<file path="src/snoop_side_pkg.sv">
// constants shared by the sideband control block
package snoop_side_pkg;
   localparam int          DATA_W         = 64;
   localparam int          LANES          = 8;
   localparam int          INQ_START_DLY  = 2;
   localparam int          ADS_IGN_DLY    = 2;
   localparam int          BURST_BEATS    = 4;
   localparam int          FEAT_WRITE_BUFFER_EMPTY_INPUT_BIT  = 3;
   localparam logic [7:0]  FEAT_RESET     = 8'h00;
   localparam logic [1:0]  LINE_INVALID   = 2'h0;
   localparam logic [1:0]  LINE_SHARED    = 2'h1;
   localparam logic [1:0]  LINE_EXCLUSIVE = 2'h2;
   localparam logic [1:0]  LINE_MODIFIED  = 2'h3;
   typedef enum logic [2:0] {
      WB_IDLE = 3'b001,
      WB_WAIT = 3'b010,
      WB_BUSY = 3'b100
   } wb_state_t;
endpackage

</file>
<file path="src/pin_sync.sv">
// two-flop synchroniser for asynchronous pin inputs
`timescale 1ns/10ps
module pin_sync #(
   parameter int          W        = 1,
   parameter logic [W-1:0] INIT    = '0
) (
   // clock and reset
   input  wire logic         clk,
   input  wire logic         rstn,
   // data
   input  wire logic [W-1:0] d,
   output logic      [W-1:0] q
);
   logic [W-1:0] meta_reg;
   logic [W-1:0] meta_next;
   logic [W-1:0] q_next;

   always_comb begin
      meta_next = d;
      q_next    = meta_reg;
   end

   always_ff @(posedge clk or negedge rstn) begin
      if (!rstn) begin
         meta_reg <= INIT;
         q        <= INIT;
      end else begin
         meta_reg <= meta_next;
         q        <= q_next;
      end
   end
endmodule

</file>
<file path="src/bus_snoop_sideband_control.sv">
// sideband control: parity lines, inquire response, write buffer, fp error
// What this block does
// - single write: parity valid one edge after strobe, held until ready
// - writeback burst: parity after strobe, updated on each burst ready but the last, which floats the lines
// - reads capture parity lines on the edge ready is sampled
// - parity lines floated unless writing; float on backoff or grant
// - inquire strobe triggers lookup; report match and dirty match
// - inquire sampling starts two edges after yield, backoff or grant
// - inquire ignored after one, after strobe, while driving, while dirty
// - buffer not empty delays listed activities; bus cycles still finish
// - buffer-empty sampled on ready of writes other than writebacks, and of special cycles
// - once negated, sample every edge until asserted, then ignore
// - feature bit 3 set disables buffer-empty input entirely
// - fp error asserts at next fp instruction boundary, not at fault
// - fp error cleared by clear instructions, some loads, and reset
// - purge: write back dirty, invalidate all, then acknowledge cycle
// - purge request low at reset release selects three-state test mode
// - purge latched on falling edge, acted on at instruction boundary
// - test strap sampled on edge before reset is seen released
// - match flag for valid line; changes edge after strobe, then holds
// - dirty hit on line in writeback flags without a second writeback
// - dirty result after strobe; asserted one drops one edge after the last writeback burst ready
// - match, dirty match and fp error always driven except test mode
// - each parity bit gives even parity with its data byte
`timescale 1ns/10ps
module bus_snoop_sideband_control
   import snoop_side_pkg::*;
#(
   parameter int LW = snoop_side_pkg::LANES,
   parameter int DW = snoop_side_pkg::DATA_W
) (
   // clock and reset
   input  wire logic          clk,
   input  wire logic          rstn,
   // core side bus cycle status
   input  wire logic          address_strobe,
   input  wire logic          cycle_write,
   input  wire logic          cycle_writeback,
   input  wire logic          cycle_special,
   input  wire logic          cycle_read,
   input  wire logic          driving_address,
   input  wire logic [DW-1:0] write_data,
   input  wire logic [DW-1:0] next_write_data,
   input  wire logic          takeover_grant_set,
   // core side events
   input  wire logic [1:0]    lookup_state,
   input  wire logic          line_in_writeback,
   input  wire logic          fp_boundary,
   input  wire logic          fp_fault,
   input  wire logic          fp_clear,
   input  wire logic [7:0]    extended_feature_control_register,
   input  wire logic          purge_done,
   // pins in
   input  wire logic          burst_ready_input_n,
   input  wire logic          backoff_request_n,
   input  wire logic          address_bus_yield_request,
   input  wire logic          inquire_address_strobe_n,
   input  wire logic          write_buffer_empty_input_n,
   input  wire logic          cache_purge_request_n,
   input  wire logic [LW-1:0] byte_parity_lines_in,
   // pins out
   output logic [LW-1:0]      byte_parity_lines_out,
   output logic               byte_parity_lines_oe_n,
   output logic               snoop_match_flag_n,
   output logic               snoop_match_flag_oe_n,
   output logic               snoop_dirty_match_flag_n,
   output logic               snoop_dirty_match_flag_oe_n,
   output logic               floating_point_error_output_n,
   output logic               floating_point_error_output_oe_n,
   // core side results
   output logic               inquire_lookup,
   output logic               writeback_request,
   output logic [LW-1:0]      read_parity,
   output logic               write_stall,
   output logic               purge_pending,
   output logic               test_mode
);
   function automatic logic [LW-1:0] even_par(input logic [DW-1:0] d);
      logic [LW-1:0] p;
      p = '0;
      for (int i = 0; i < LW; i++) begin
         p[i] = ^d[i*8 +: 8];
      end
      return p;
   endfunction

   // pins from the chipset domain
   logic burst_ready_input_s_n, backoff_request_s_n, address_bus_yield_request_s, inquire_address_strobe_s_n, write_buffer_empty_input_s_n, purge_s_n;
   pin_sync #(.W(6), .INIT(6'h35)) u_sync (
      .clk  (clk),
      .rstn (rstn),
      .d    ({burst_ready_input_n, backoff_request_n,
              address_bus_yield_request, inquire_address_strobe_n,
              write_buffer_empty_input_n, cache_purge_request_n}),
      .q    ({burst_ready_input_s_n, backoff_request_s_n, address_bus_yield_request_s, inquire_address_strobe_s_n, write_buffer_empty_input_s_n, purge_s_n})
   );
   logic [LW-1:0] rpar_s;
   pin_sync #(.W(LW)) u_psync (
      .clk  (clk),
      .rstn (rstn),
      .d    (byte_parity_lines_in),
      .q    (rpar_s)
   );

   logic burst_ready_input, backoff_request, inquire_address_strobe;
   assign burst_ready_input = !burst_ready_input_s_n;
   assign backoff_request = !backoff_request_s_n;
   assign inquire_address_strobe = !inquire_address_strobe_s_n;

   // state
   logic [LW-1:0] par_reg, par_next, rpar_reg, rpar_next;
   logic          par_oe_n_reg, par_oe_n_next;
   logic [1:0]    open_cnt_reg, open_cnt_next;
   logic          inq_open_reg, inq_open_next;
   logic          inquire_address_strobe_last_reg, inquire_address_strobe_last_next;
   logic [1:0]    ads_ign_reg, ads_ign_next;
   logic          hit_n_reg, hit_n_next, snoop_dirty_match_flag_n_reg, snoop_dirty_match_flag_n_next;
   logic          look_reg, look_next, wbreq_reg, wbreq_next;
   wb_state_t     wb_reg, wb_next;
   logic [2:0]    beats_reg, beats_next;
   logic          stall_reg, stall_next;
   logic          floating_point_error_output_pend_reg, floating_point_error_output_pend_next, floating_point_error_output_n_reg, floating_point_error_output_n_next;
   logic          purge_last_reg, purge_last_next;
   logic          purge_reg, purge_next;
   logic          strap_reg, strap_next, test_reg, test_next;
   logic          rel_reg, rel_next;
   logic          strap_meta_reg, strap_sync_reg;
   logic          yield_req, inquire_address_strobe_take, write_buffer_empty_input_off;

   assign yield_req = address_bus_yield_request_s || backoff_request || takeover_grant_set;
   // inquire accepted only when open and none of the blocking cases hold
   assign inquire_address_strobe_take = inquire_address_strobe && inq_open_reg && !inquire_address_strobe_last_reg
                      && (ads_ign_reg == 2'h0) && !driving_address
                      && snoop_dirty_match_flag_n_reg;
   assign write_buffer_empty_input_off  = extended_feature_control_register[FEAT_WRITE_BUFFER_EMPTY_INPUT_BIT];

   always_comb begin
      // parity lines
      par_next      = par_reg;
      par_oe_n_next = par_oe_n_reg;
      rpar_next     = rpar_reg;
      if (address_strobe && cycle_write) begin
         par_next      = even_par(write_data);
         par_oe_n_next = 1'b0;
      end else if (!par_oe_n_reg && burst_ready_input) begin
         if (cycle_writeback && beats_reg != 3'(BURST_BEATS - 1))
            par_next = even_par(next_write_data);
         else
            par_oe_n_next = 1'b1;
      end
      if (backoff_request || takeover_grant_set)
         par_oe_n_next = 1'b1;
      if (cycle_read && burst_ready_input)
         rpar_next = rpar_s;
      // inquire window
      open_cnt_next = open_cnt_reg;
      inq_open_next = inq_open_reg;
      if (!yield_req) begin
         open_cnt_next = 2'h0;
         inq_open_next = 1'b0;
      end else if (open_cnt_reg != 2'(INQ_START_DLY)) begin
         open_cnt_next = open_cnt_reg + 2'h1;
         inq_open_next = (open_cnt_reg == 2'(INQ_START_DLY - 1));
      end
      inquire_address_strobe_last_next = inquire_address_strobe_take;
      ads_ign_next   = address_strobe ? 2'(ADS_IGN_DLY)
                       : (ads_ign_reg != 2'h0 ? ads_ign_reg - 2'h1 : 2'h0);
      // lookup answer
      hit_n_next  = hit_n_reg;
      snoop_dirty_match_flag_n_next = snoop_dirty_match_flag_n_reg;
      look_next   = inquire_address_strobe_take;
      wbreq_next  = 1'b0;
      wb_next     = wb_reg;
      beats_next  = beats_reg;
      if (inquire_address_strobe_take) begin
         hit_n_next  = (lookup_state == LINE_INVALID);
         snoop_dirty_match_flag_n_next = (lookup_state != LINE_MODIFIED);
         if (lookup_state == LINE_MODIFIED) begin
            // a line already in flight is not written twice
            wbreq_next = !line_in_writeback;
            wb_next    = WB_WAIT;
         end
      end
      unique case (wb_reg)
         WB_IDLE: ;
         WB_WAIT: begin
            if (address_strobe && cycle_writeback) begin
               wb_next    = WB_BUSY;
               beats_next = 3'h0;
            end
         end
         WB_BUSY: begin
            if (burst_ready_input) begin
               beats_next = beats_reg + 3'h1;
               if (beats_reg == 3'(BURST_BEATS - 1)) begin
                  snoop_dirty_match_flag_n_next = 1'b1;
                  wb_next     = WB_IDLE;
               end
            end
         end
         default: wb_next = WB_IDLE;
      endcase
      if (!par_oe_n_reg && burst_ready_input && cycle_writeback && wb_reg != WB_BUSY)
         beats_next = beats_reg + 3'h1;
      if (address_strobe)
         beats_next = 3'h0;
      // write buffer flow control
      stall_next = stall_reg;
      if (write_buffer_empty_input_off)
         stall_next = 1'b0;
      else if (stall_reg)
         stall_next = write_buffer_empty_input_s_n;
      else if (burst_ready_input && (cycle_write || cycle_special) && !cycle_writeback)
         stall_next = write_buffer_empty_input_s_n;
      // floating point error; set at a boundary wins over clear
      floating_point_error_output_pend_next = (floating_point_error_output_pend_reg && !fp_boundary) || fp_fault;
      floating_point_error_output_n_next    = floating_point_error_output_n_reg;
      if (fp_clear)
         floating_point_error_output_n_next = 1'b1;
      if (floating_point_error_output_pend_reg && fp_boundary)
         floating_point_error_output_n_next = 1'b0;
      // purge request, falling edge latched, held until done
      purge_last_next = purge_s_n;
      purge_next      = (purge_reg && !purge_done)
                        || (purge_last_reg && !purge_s_n);
      // test strap: rel_reg marks the first edge after release
      rel_next   = 1'b1;
      strap_next = strap_reg;
      test_next  = test_reg;
      if (!rel_reg) begin
         strap_next = strap_sync_reg;
         test_next  = !strap_sync_reg;
      end
   end

   always_ff @(posedge clk or negedge rstn) begin
      if (!rstn) begin
         par_reg        <= '0;
         par_oe_n_reg   <= 1'b1;
         rpar_reg       <= '0;
         open_cnt_reg   <= 2'h0;
         inq_open_reg   <= 1'b0;
         inquire_address_strobe_last_reg  <= 1'b0;
         ads_ign_reg    <= 2'h0;
         hit_n_reg      <= 1'b1;
         snoop_dirty_match_flag_n_reg     <= 1'b1;
         look_reg       <= 1'b0;
         wbreq_reg      <= 1'b0;
         wb_reg         <= WB_IDLE;
         beats_reg      <= 3'h0;
         stall_reg      <= 1'b0;
         floating_point_error_output_pend_reg  <= 1'b0;
         floating_point_error_output_n_reg     <= 1'b1;
         purge_last_reg <= 1'b1;
         purge_reg      <= 1'b0;
         strap_reg      <= 1'b1;
         test_reg       <= 1'b0;
         rel_reg        <= 1'b0;
      end else begin
         par_reg        <= par_next;
         par_oe_n_reg   <= par_oe_n_next;
         rpar_reg       <= rpar_next;
         open_cnt_reg   <= open_cnt_next;
         inq_open_reg   <= inq_open_next;
         inquire_address_strobe_last_reg  <= inquire_address_strobe_last_next;
         ads_ign_reg    <= ads_ign_next;
         hit_n_reg      <= hit_n_next;
         snoop_dirty_match_flag_n_reg     <= snoop_dirty_match_flag_n_next;
         look_reg       <= look_next;
         wbreq_reg      <= wbreq_next;
         wb_reg         <= wb_next;
         beats_reg      <= beats_next;
         stall_reg      <= stall_next;
         floating_point_error_output_pend_reg  <= floating_point_error_output_pend_next;
         floating_point_error_output_n_reg     <= floating_point_error_output_n_next;
         purge_last_reg <= purge_last_next;
         purge_reg      <= purge_next;
         strap_reg      <= strap_next;
         test_reg       <= test_next;
         rel_reg        <= rel_next;
      end
   end

   // no reset here on purpose: the strap level during reset must get through
   always_ff @(posedge clk) begin
      strap_meta_reg <= cache_purge_request_n;
      strap_sync_reg <= strap_meta_reg;
   end

   // outputs straight from flops; test mode floats everything
   assign byte_parity_lines_out            = par_reg;
   assign byte_parity_lines_oe_n           = par_oe_n_reg | test_reg;
   assign snoop_match_flag_n               = hit_n_reg;
   assign snoop_match_flag_oe_n            = test_reg;
   assign snoop_dirty_match_flag_n         = snoop_dirty_match_flag_n_reg;
   assign snoop_dirty_match_flag_oe_n      = test_reg;
   assign floating_point_error_output_n    = floating_point_error_output_n_reg;
   assign floating_point_error_output_oe_n = test_reg;
   assign inquire_lookup                   = look_reg;
   assign writeback_request                = wbreq_reg;
   assign read_parity                      = rpar_reg;
   assign write_stall                      = stall_reg;
   assign purge_pending                    = purge_reg;
   assign test_mode                        = test_reg;
endmodule

</file>
<file path="config.mk">
export PLATFORM = sky130hd
export DESIGN_NAME = bus_snoop_sideband_control
export DESIGN_NICKNAME = d
export VERILOG_FILES = /design/src/snoop_side_pkg.sv /design/src/pin_sync.sv /design/src/bus_snoop_sideband_control.sv
export SDC_FILE = /design/constraint.sdc
export NUM_CORES = 1
export LEC_CHECK = 0
export BUFFER_PORTS_ARGS = -buffer_cell sky130_fd_sc_hd__buf_2
export CAP_MARGIN = 10
export CORE_ASPECT_RATIO = 1.1
export CORE_UTILIZATION = 25
export CTS_BUF_LIST = sky130_fd_sc_hd__clkbuf_16
export DETAILED_ROUTE_END_ITERATION = 7
export HOLD_SLACK_MARGIN = 0.02
export PLACE_DENSITY_LB_ADDON = 0.1
export RECOVER_POWER = 25
export SETUP_SLACK_MARGIN = 0.05
export SKIP_LAST_GASP = 1
export SYNTH_ARGS = -nofsm -noshare
export SYNTH_HDL_FRONTEND = slang
export SYNTH_HIERARCHICAL = 1
export SYNTH_SLANG_ARGS = --single-unit
</file>
<file path="constraint.sdc">
create_clock -name clk -period 1.87 [get_ports clk]
set_input_delay 0.0935 -clock clk [delete_from_list [all_inputs] [get_ports clk]]
set_output_delay 0.0935 -clock clk [all_outputs]
set_load 0.02 [all_outputs]
</file>
==> results of run 1 <==
[final timing paths]
kind | start | endpoint | slack, ns | depth (start not counted)
worst max-delay path | ads_ign_reg[1] | snoop_match_flag_n | 0.19 | 4
worst min-delay path | lookup_state[0] | writeback_request | 0.06 | 3
worst max register to register | ads_ign_reg[1] | snoop_match_flag_n | 0.19 | 4
worst min register to register | strap_meta_reg | strap_sync_reg | 0.34 | 0
max in group asynchronous | rstn | u_sync/meta_reg[4] | 0.36 | 3
min in group asynchronous | rstn | open_cnt_reg[0] | 0.65 | 2
[layout by cell type (no fill, tap or decap), drive strengths merged, types with 2 or more instances in the layout]
| cell type | instances |
|---|---|
| clkinvlp | 2 |
| a21oi | 4 |
| dfxtp | 2 |
| nor3b | 4 |
| nand2b | 3 |
| or2 | 2 |
| inv | 11 |
| nor3 | 2 |
| a21o | 2 |
| o22ai | 10 |
| ha | 4 |
| dfrtp | 53 |
| o31ai | 2 |
| dlygate4sd3 | 25 |
| o21ai | 13 |
| mux2i | 3 |
| mux2 | 8 |
| buf | 187 |
| nand2 | 6 |
| nand3 | 2 |
| clkbuf | 11 |
| nor2 | 23 |
| xnor2 | 105 |
| xor2 | 9 |
| dfstp | 14 |
[through the flow]
step                      hold slack (ns)  std cells
after detailed placement            0.146        662
after CTS                          0.0501        703
final                              0.0556        703
after global placement              0.144        662
after floorplan                    -0.202        295
after global routing               0.0724        703
[worst reg2reg max path, stage by stage, from the launching register on]
cell           delay [ns]
dfrtp_1              0.41
nor4b_4              0.33
nand3_2              0.14
o31ai_1              0.18
dlygate4sd3_1        0.57
[cell type report]
type	count	area, sq um
flip-flops and latches	69	1730
clock buffers	9	225
inverters	8	30.0
fillers	1383	8190
well taps	184	230
clock inverters	7	75.1
repair buffers	214	1220
multi-input cells	212	1670
[what timing repair did]
action	in CTS	in global routing
endpoints found under the setup margin	0	6
endpoints found under the hold margin	38	0
resized for setup	0	1
hold buffers	25	0
[layer usage]
layer  track usage  up-vias  share of wire
met5             0        -              0
met4        0.0458        0          0.016
met3        0.0339       14          0.070
met2         0.220      110           0.52
met1         0.130     1245           0.39
li1              -     1397              -
[power groups by stage]
| stage | clock, mW | combinational, mW | sequential (mW) |
|---|---|---|---|
| after floorplan | 0 | 0.643 | 1.94 |
| after global placement | 0 | 1.22 | 1.82 |
| after detailed placement | 0 | 1.23 | 1.82 |
| after CTS | 1.76 | 1.29 | 1.80 |
| after global routing | 1.84 | 1.40 | 1.82 |
| final | 1.70 | 1.26 | 1.80 |
[logic make-up (layout without fill, tap and decap cells)]
logic type	after synthesis	after routing	share of synthesized area
XOR/XNOR	114	114	0.289
flip-flops	69	69	0.501
AND/OR/NAND/NOR	48	48	0.0767
AO/OA/AOI/OAI	34	34	0.0644
buffers and inverters	14	238	0.0188
multiplexers	11	11	0.0347
adder cells (fa/ha/maj)	4	4	0.0145
other	1	1	0.00108
==> results.toml, run 1 <==
[status]
status = "complete, no violations"

[power]
p_sw_mw = 1.37
powerDensity_mw_per_mm2 = 915
seq_power_share = 0.378
pwr-share-clk = 0.357
power_mw = 4.75
pwr-share-comb = 0.264
peakVddDrop_uv = 409
power.internal_mw = 3.38
p_leak_nw = 2.32
switching_share = 0.289

[floorplan]
die_x_um = 114
core_area_sq_mm = 0.0134
start_util = 0.259
placement_rows = 44
num_io_pins = 194
dieArea_sq_mm = 0.0143
die_y_um = 125

[layout]
drive_above_1_share = 0.449
final_cell_area_sq_mm = 0.00518
area_delta_synth_final_pct = 49.9
antenna_cells = 0
post-route-util = 0.388
num-nets-final = 684

[worst_setup_path]
critPathArrivalTime_ns = 1.95
crit_slowest_cell = "dlygate4sd3_1"
crit_path_max_incr_delay_ns = 0.57
crit_chain = "nor4b_4 -> nand3_2 -> o31ai_1 -> dlygate4sd3_1"
startpoint_type = "flip-flop"
cp-end-kind = "flip-flop"
path_class = "flip-flop to flip-flop"
worst_ep_required_time_ns = 2.14
crit_buf_inv = 1
path_delay_family = "buffers and inverters"
cp_max_fo = 3

[placement]
dpl_cell_area_sq_mm = 0.00463
pre_cts_ws_ns = 0.123
port_buffers = 186
gp_congestion = 0.722
dp_hpwl_mm = 6.57

[timing]
tns_ns = 0
finalCritPeriodShare = 0.898
worst_slew_margin_rel = 0.0216
hold_viol = 0
rsz0062_at_grt = "false"
setup_viol = 0
tightest_slew_ns = 1.47
fmax_ghz = 0.595
layout_setup_ws_ns = 0.191
clock_skew_ns = 0.00395
final_max_slew_viol_count = 0
post-route-min-period_ns = 1.68

[synthesis]
netlist_area_sq_mm = 0.00346
synth_top_area_share = 0.383
ys.flop_type = "dfrtp_1"
synth_common_cells = "105 x xnor2_1, 53 x dfrtp_1, 23 x nor2_1, 14 x dfstp_2, 12 x o21ai_0"
ys_ff_latch = 69
synth_area_leaders = "dfrtp_1 38%, xnor2_1 27%, dfstp_2 11%"
ys_seq_area_frac = 0.501
syn_nets = 465
syn_inst = 295
yosysWarnings = 6
async_flop_share = 0.971
yosysTopAreaCell = "dfrtp_1"
postSynthAreaPerCell_sq_um = 11.7
ys_types = 40
post-synth-top-count-cell = "xnor2_1"
synth-edff-count = 0

[grt]
antenna_found_initial = 0
grt_max_degree = 25
grt_pass1_wl_mm = 13.4
gr-usage-all-layers = 0.121
grt-ovfl-total = 0
grt_pass1_vias = 2974

[route]
drc_errors = 0
ant_nets = 0
routed_wl_mm = 8.11
first_pass_iters = 4
wl_per_cell_um = 11.5
routed-via-count = 2766
vias_per_cell = 3.93
drt_iter0_markers = 56

[clock_network]
htreeDepth = 3
tritoncts = "done"
clk_pin_slew_ns = 0.06
clock_path_buffers = 2
post-cts-setup-buffers = 0
clk_latency_ns = 0.33
root_buffer = "clkbuf_16"
cts_buffers = 9
cts.sinks = 69

[flow_run]
cap_violations = 0

[worst_hold_path]
hold_class = "primary input to flip-flop"
(Power assumes the default switching activity.)
==> run 2: changes to the inputs <==
Settings changed: RECOVER_POWER 25 to 50.
==> results.toml, run 2 (synthesis results as in run 1) <==
[status]
status = "complete, no violations"

[power]
p_leak_nw = 2.32
power.internal_mw = 3.38
seq_power_share = 0.379
p_sw_mw = 1.37
pwr-share-comb = 0.264
pwr-share-clk = 0.357
switching_share = 0.289
peakVddDrop_uv = 409
powerDensity_mw_per_mm2 = 916

[layout]
antenna_cells = 0
multi_input_area_sq_mm = 0.00167
fillerInstances = 1384
drive_above_1_share = 0.445
regArea_sq_mm = 0.00173
num-nets-final = 684
area_delta_synth_final_pct = 49.8
final_cell_mix = "181 x buf_2, 105 x xnor2_1, 53 x dfrtp_1"
final_common_cell = "buf_2"
post-route-util = 0.387

[worst_hold_path]
hold_depth = 3
hold_class = "primary input to flip-flop"

[route]
routed_wl_mm = 8.11
drt_iter0_markers = 57
routed-via-count = 2766
vias_per_cell = 3.93
first_pass_iters = 4
drc_errors = 0
wl_per_cell_um = 11.5
ant_nets = 0

[clock_network]
tritoncts = "done"
root_buffer = "clkbuf_16"
cts.sinks = 69
post-cts-setup-buffers = 0
clk_pin_slew_ns = 0.06
cts_buffers = 9
clock_path_buffers = 2
htreeDepth = 3
clk_latency_ns = 0.33

[floorplan]
core_area_sq_mm = 0.0134
start_util = 0.259
die_y_um = 125
die_x_um = 114
dieArea_sq_mm = 0.0143
placement_rows = 44
num_io_pins = 194

[worst_setup_path]
crit_buf_inv = 1
worst_ep_required_time_ns = 2.14
crit_chain = "nor4b_4 -> nand3_2 -> o31ai_1 -> dlygate4sd3_1"
reg2regPathDepth = 4
r2r_end = "snoop_match_flag_n"
critPathArrivalTime_ns = 1.95
cp_max_fo = 3
critPathLaunch = "ads_ign_reg[1]"
path_class = "flip-flop to flip-flop"
rr_startpoint = "ads_ign_reg[1]"
crit_path_max_incr_delay_ns = 0.57
r2r_slack_ns = 0.19
setup.worst_path.end = "snoop_match_flag_n"
crit_slowest_cell = "dlygate4sd3_1"
cp.depth = 4
startpoint_type = "flip-flop"
cp-end-kind = "flip-flop"
path_delay_family = "buffers and inverters"

[timing]
clock_skew_ns = 0.00395
finalCritPeriodShare = 0.898
setup_viol = 0
fmax_ghz = 0.595
hold_viol = 0
worst_slew_margin_rel = 0.0216
rsz0062_at_grt = "false"
tightest_slew_ns = 1.47
post-route-min-period_ns = 1.68
tns_ns = 0
final_max_slew_viol_count = 0

[grt]
grt_max_degree = 25
grt-ovfl-total = 0
antenna_found_initial = 0
grt_pass1_vias = 2974
gr-usage-all-layers = 0.121
grt_pass1_wl_mm = 13.4

[flow_run]
cap_violations = 0

[placement]
gp_congestion = 0.722
dp_hpwl_mm = 6.57
port_buffers = 186
run 2: area by class of cell:
type,count,share of cell area
Sequential cell,69,0.335
Timing Repair Buffer,214,0.236
Multi-Input combinational cell,212,0.321
Tap cell,184,0.0444
Clock buffer,9,0.0435
Clock inverter,7,0.0145
Inverter,8,0.00579
run 2: worst min path at each step:
| stage | from | to | slack (ns) |
|---|---|---|---|
| final | lookup_state[0] | writeback_request | 0.06 |
| after detailed placement | rstn | open_cnt_reg[0] | 0.15 |
| after CTS | lookup_state[0] | writeback_request | 0.05 |
| after floorplan | rstn | ads_ign_reg[0] | -0.20 |
| after global placement | rstn | open_cnt_reg[0] | 0.14 |
| after global routing | lookup_state[0] | writeback_request | 0.07 |
run 2: worst min-delay path, delay by kind of cell:
family | cells | cell delay (ns)
buf+inv | 1 | 0.10
simple gates | 2 | 0.15
run 2: routing by layer:
metal / global-route usage / up-vias / share of wire
met1: 0.130 / 1245 / 0.39
met3: 0.0339 / 14 / 0.069
met5: 0 / - / 0
li1: - / 1397 / -
met4: 0.0458 / 0 / 0.016
met2: 0.220 / 110 / 0.52
run 2: what timing repair did:
item,CTS,global route
setup endpoints to repair,0,6
hold buffers,25,0
hold endpoints to repair,38,0
gates resized for setup,0,1
run 2: metrics by stage:
step	hold WS (ns)	cell area, sq um	std cells	total power, mW	setup WS (ns)
2_1_floorplan	-0.202	3460	295	2.59	0.289
5_1_grt	0.0724	5180	703	5.06	0.0497
6_report	0.0556	5180	703	4.75	0.191
4_1_cts	0.0501	5180	703	4.85	0.123
3_3_place_gp	0.144	4630	662	3.04	0.171
3_5_place_dp	0.146	4630	662	3.06	0.123
run 2: power by group through the flow:
stage               Clock [mW]  Sequential (mW)  Combinational, mW
detailed placement           0             1.82               1.23
CTS                       1.76             1.80               1.29
global route              1.84             1.82               1.40
global placement             0             1.82               1.22
finish                    1.70             1.80               1.25
floorplan                    0             1.94              0.643
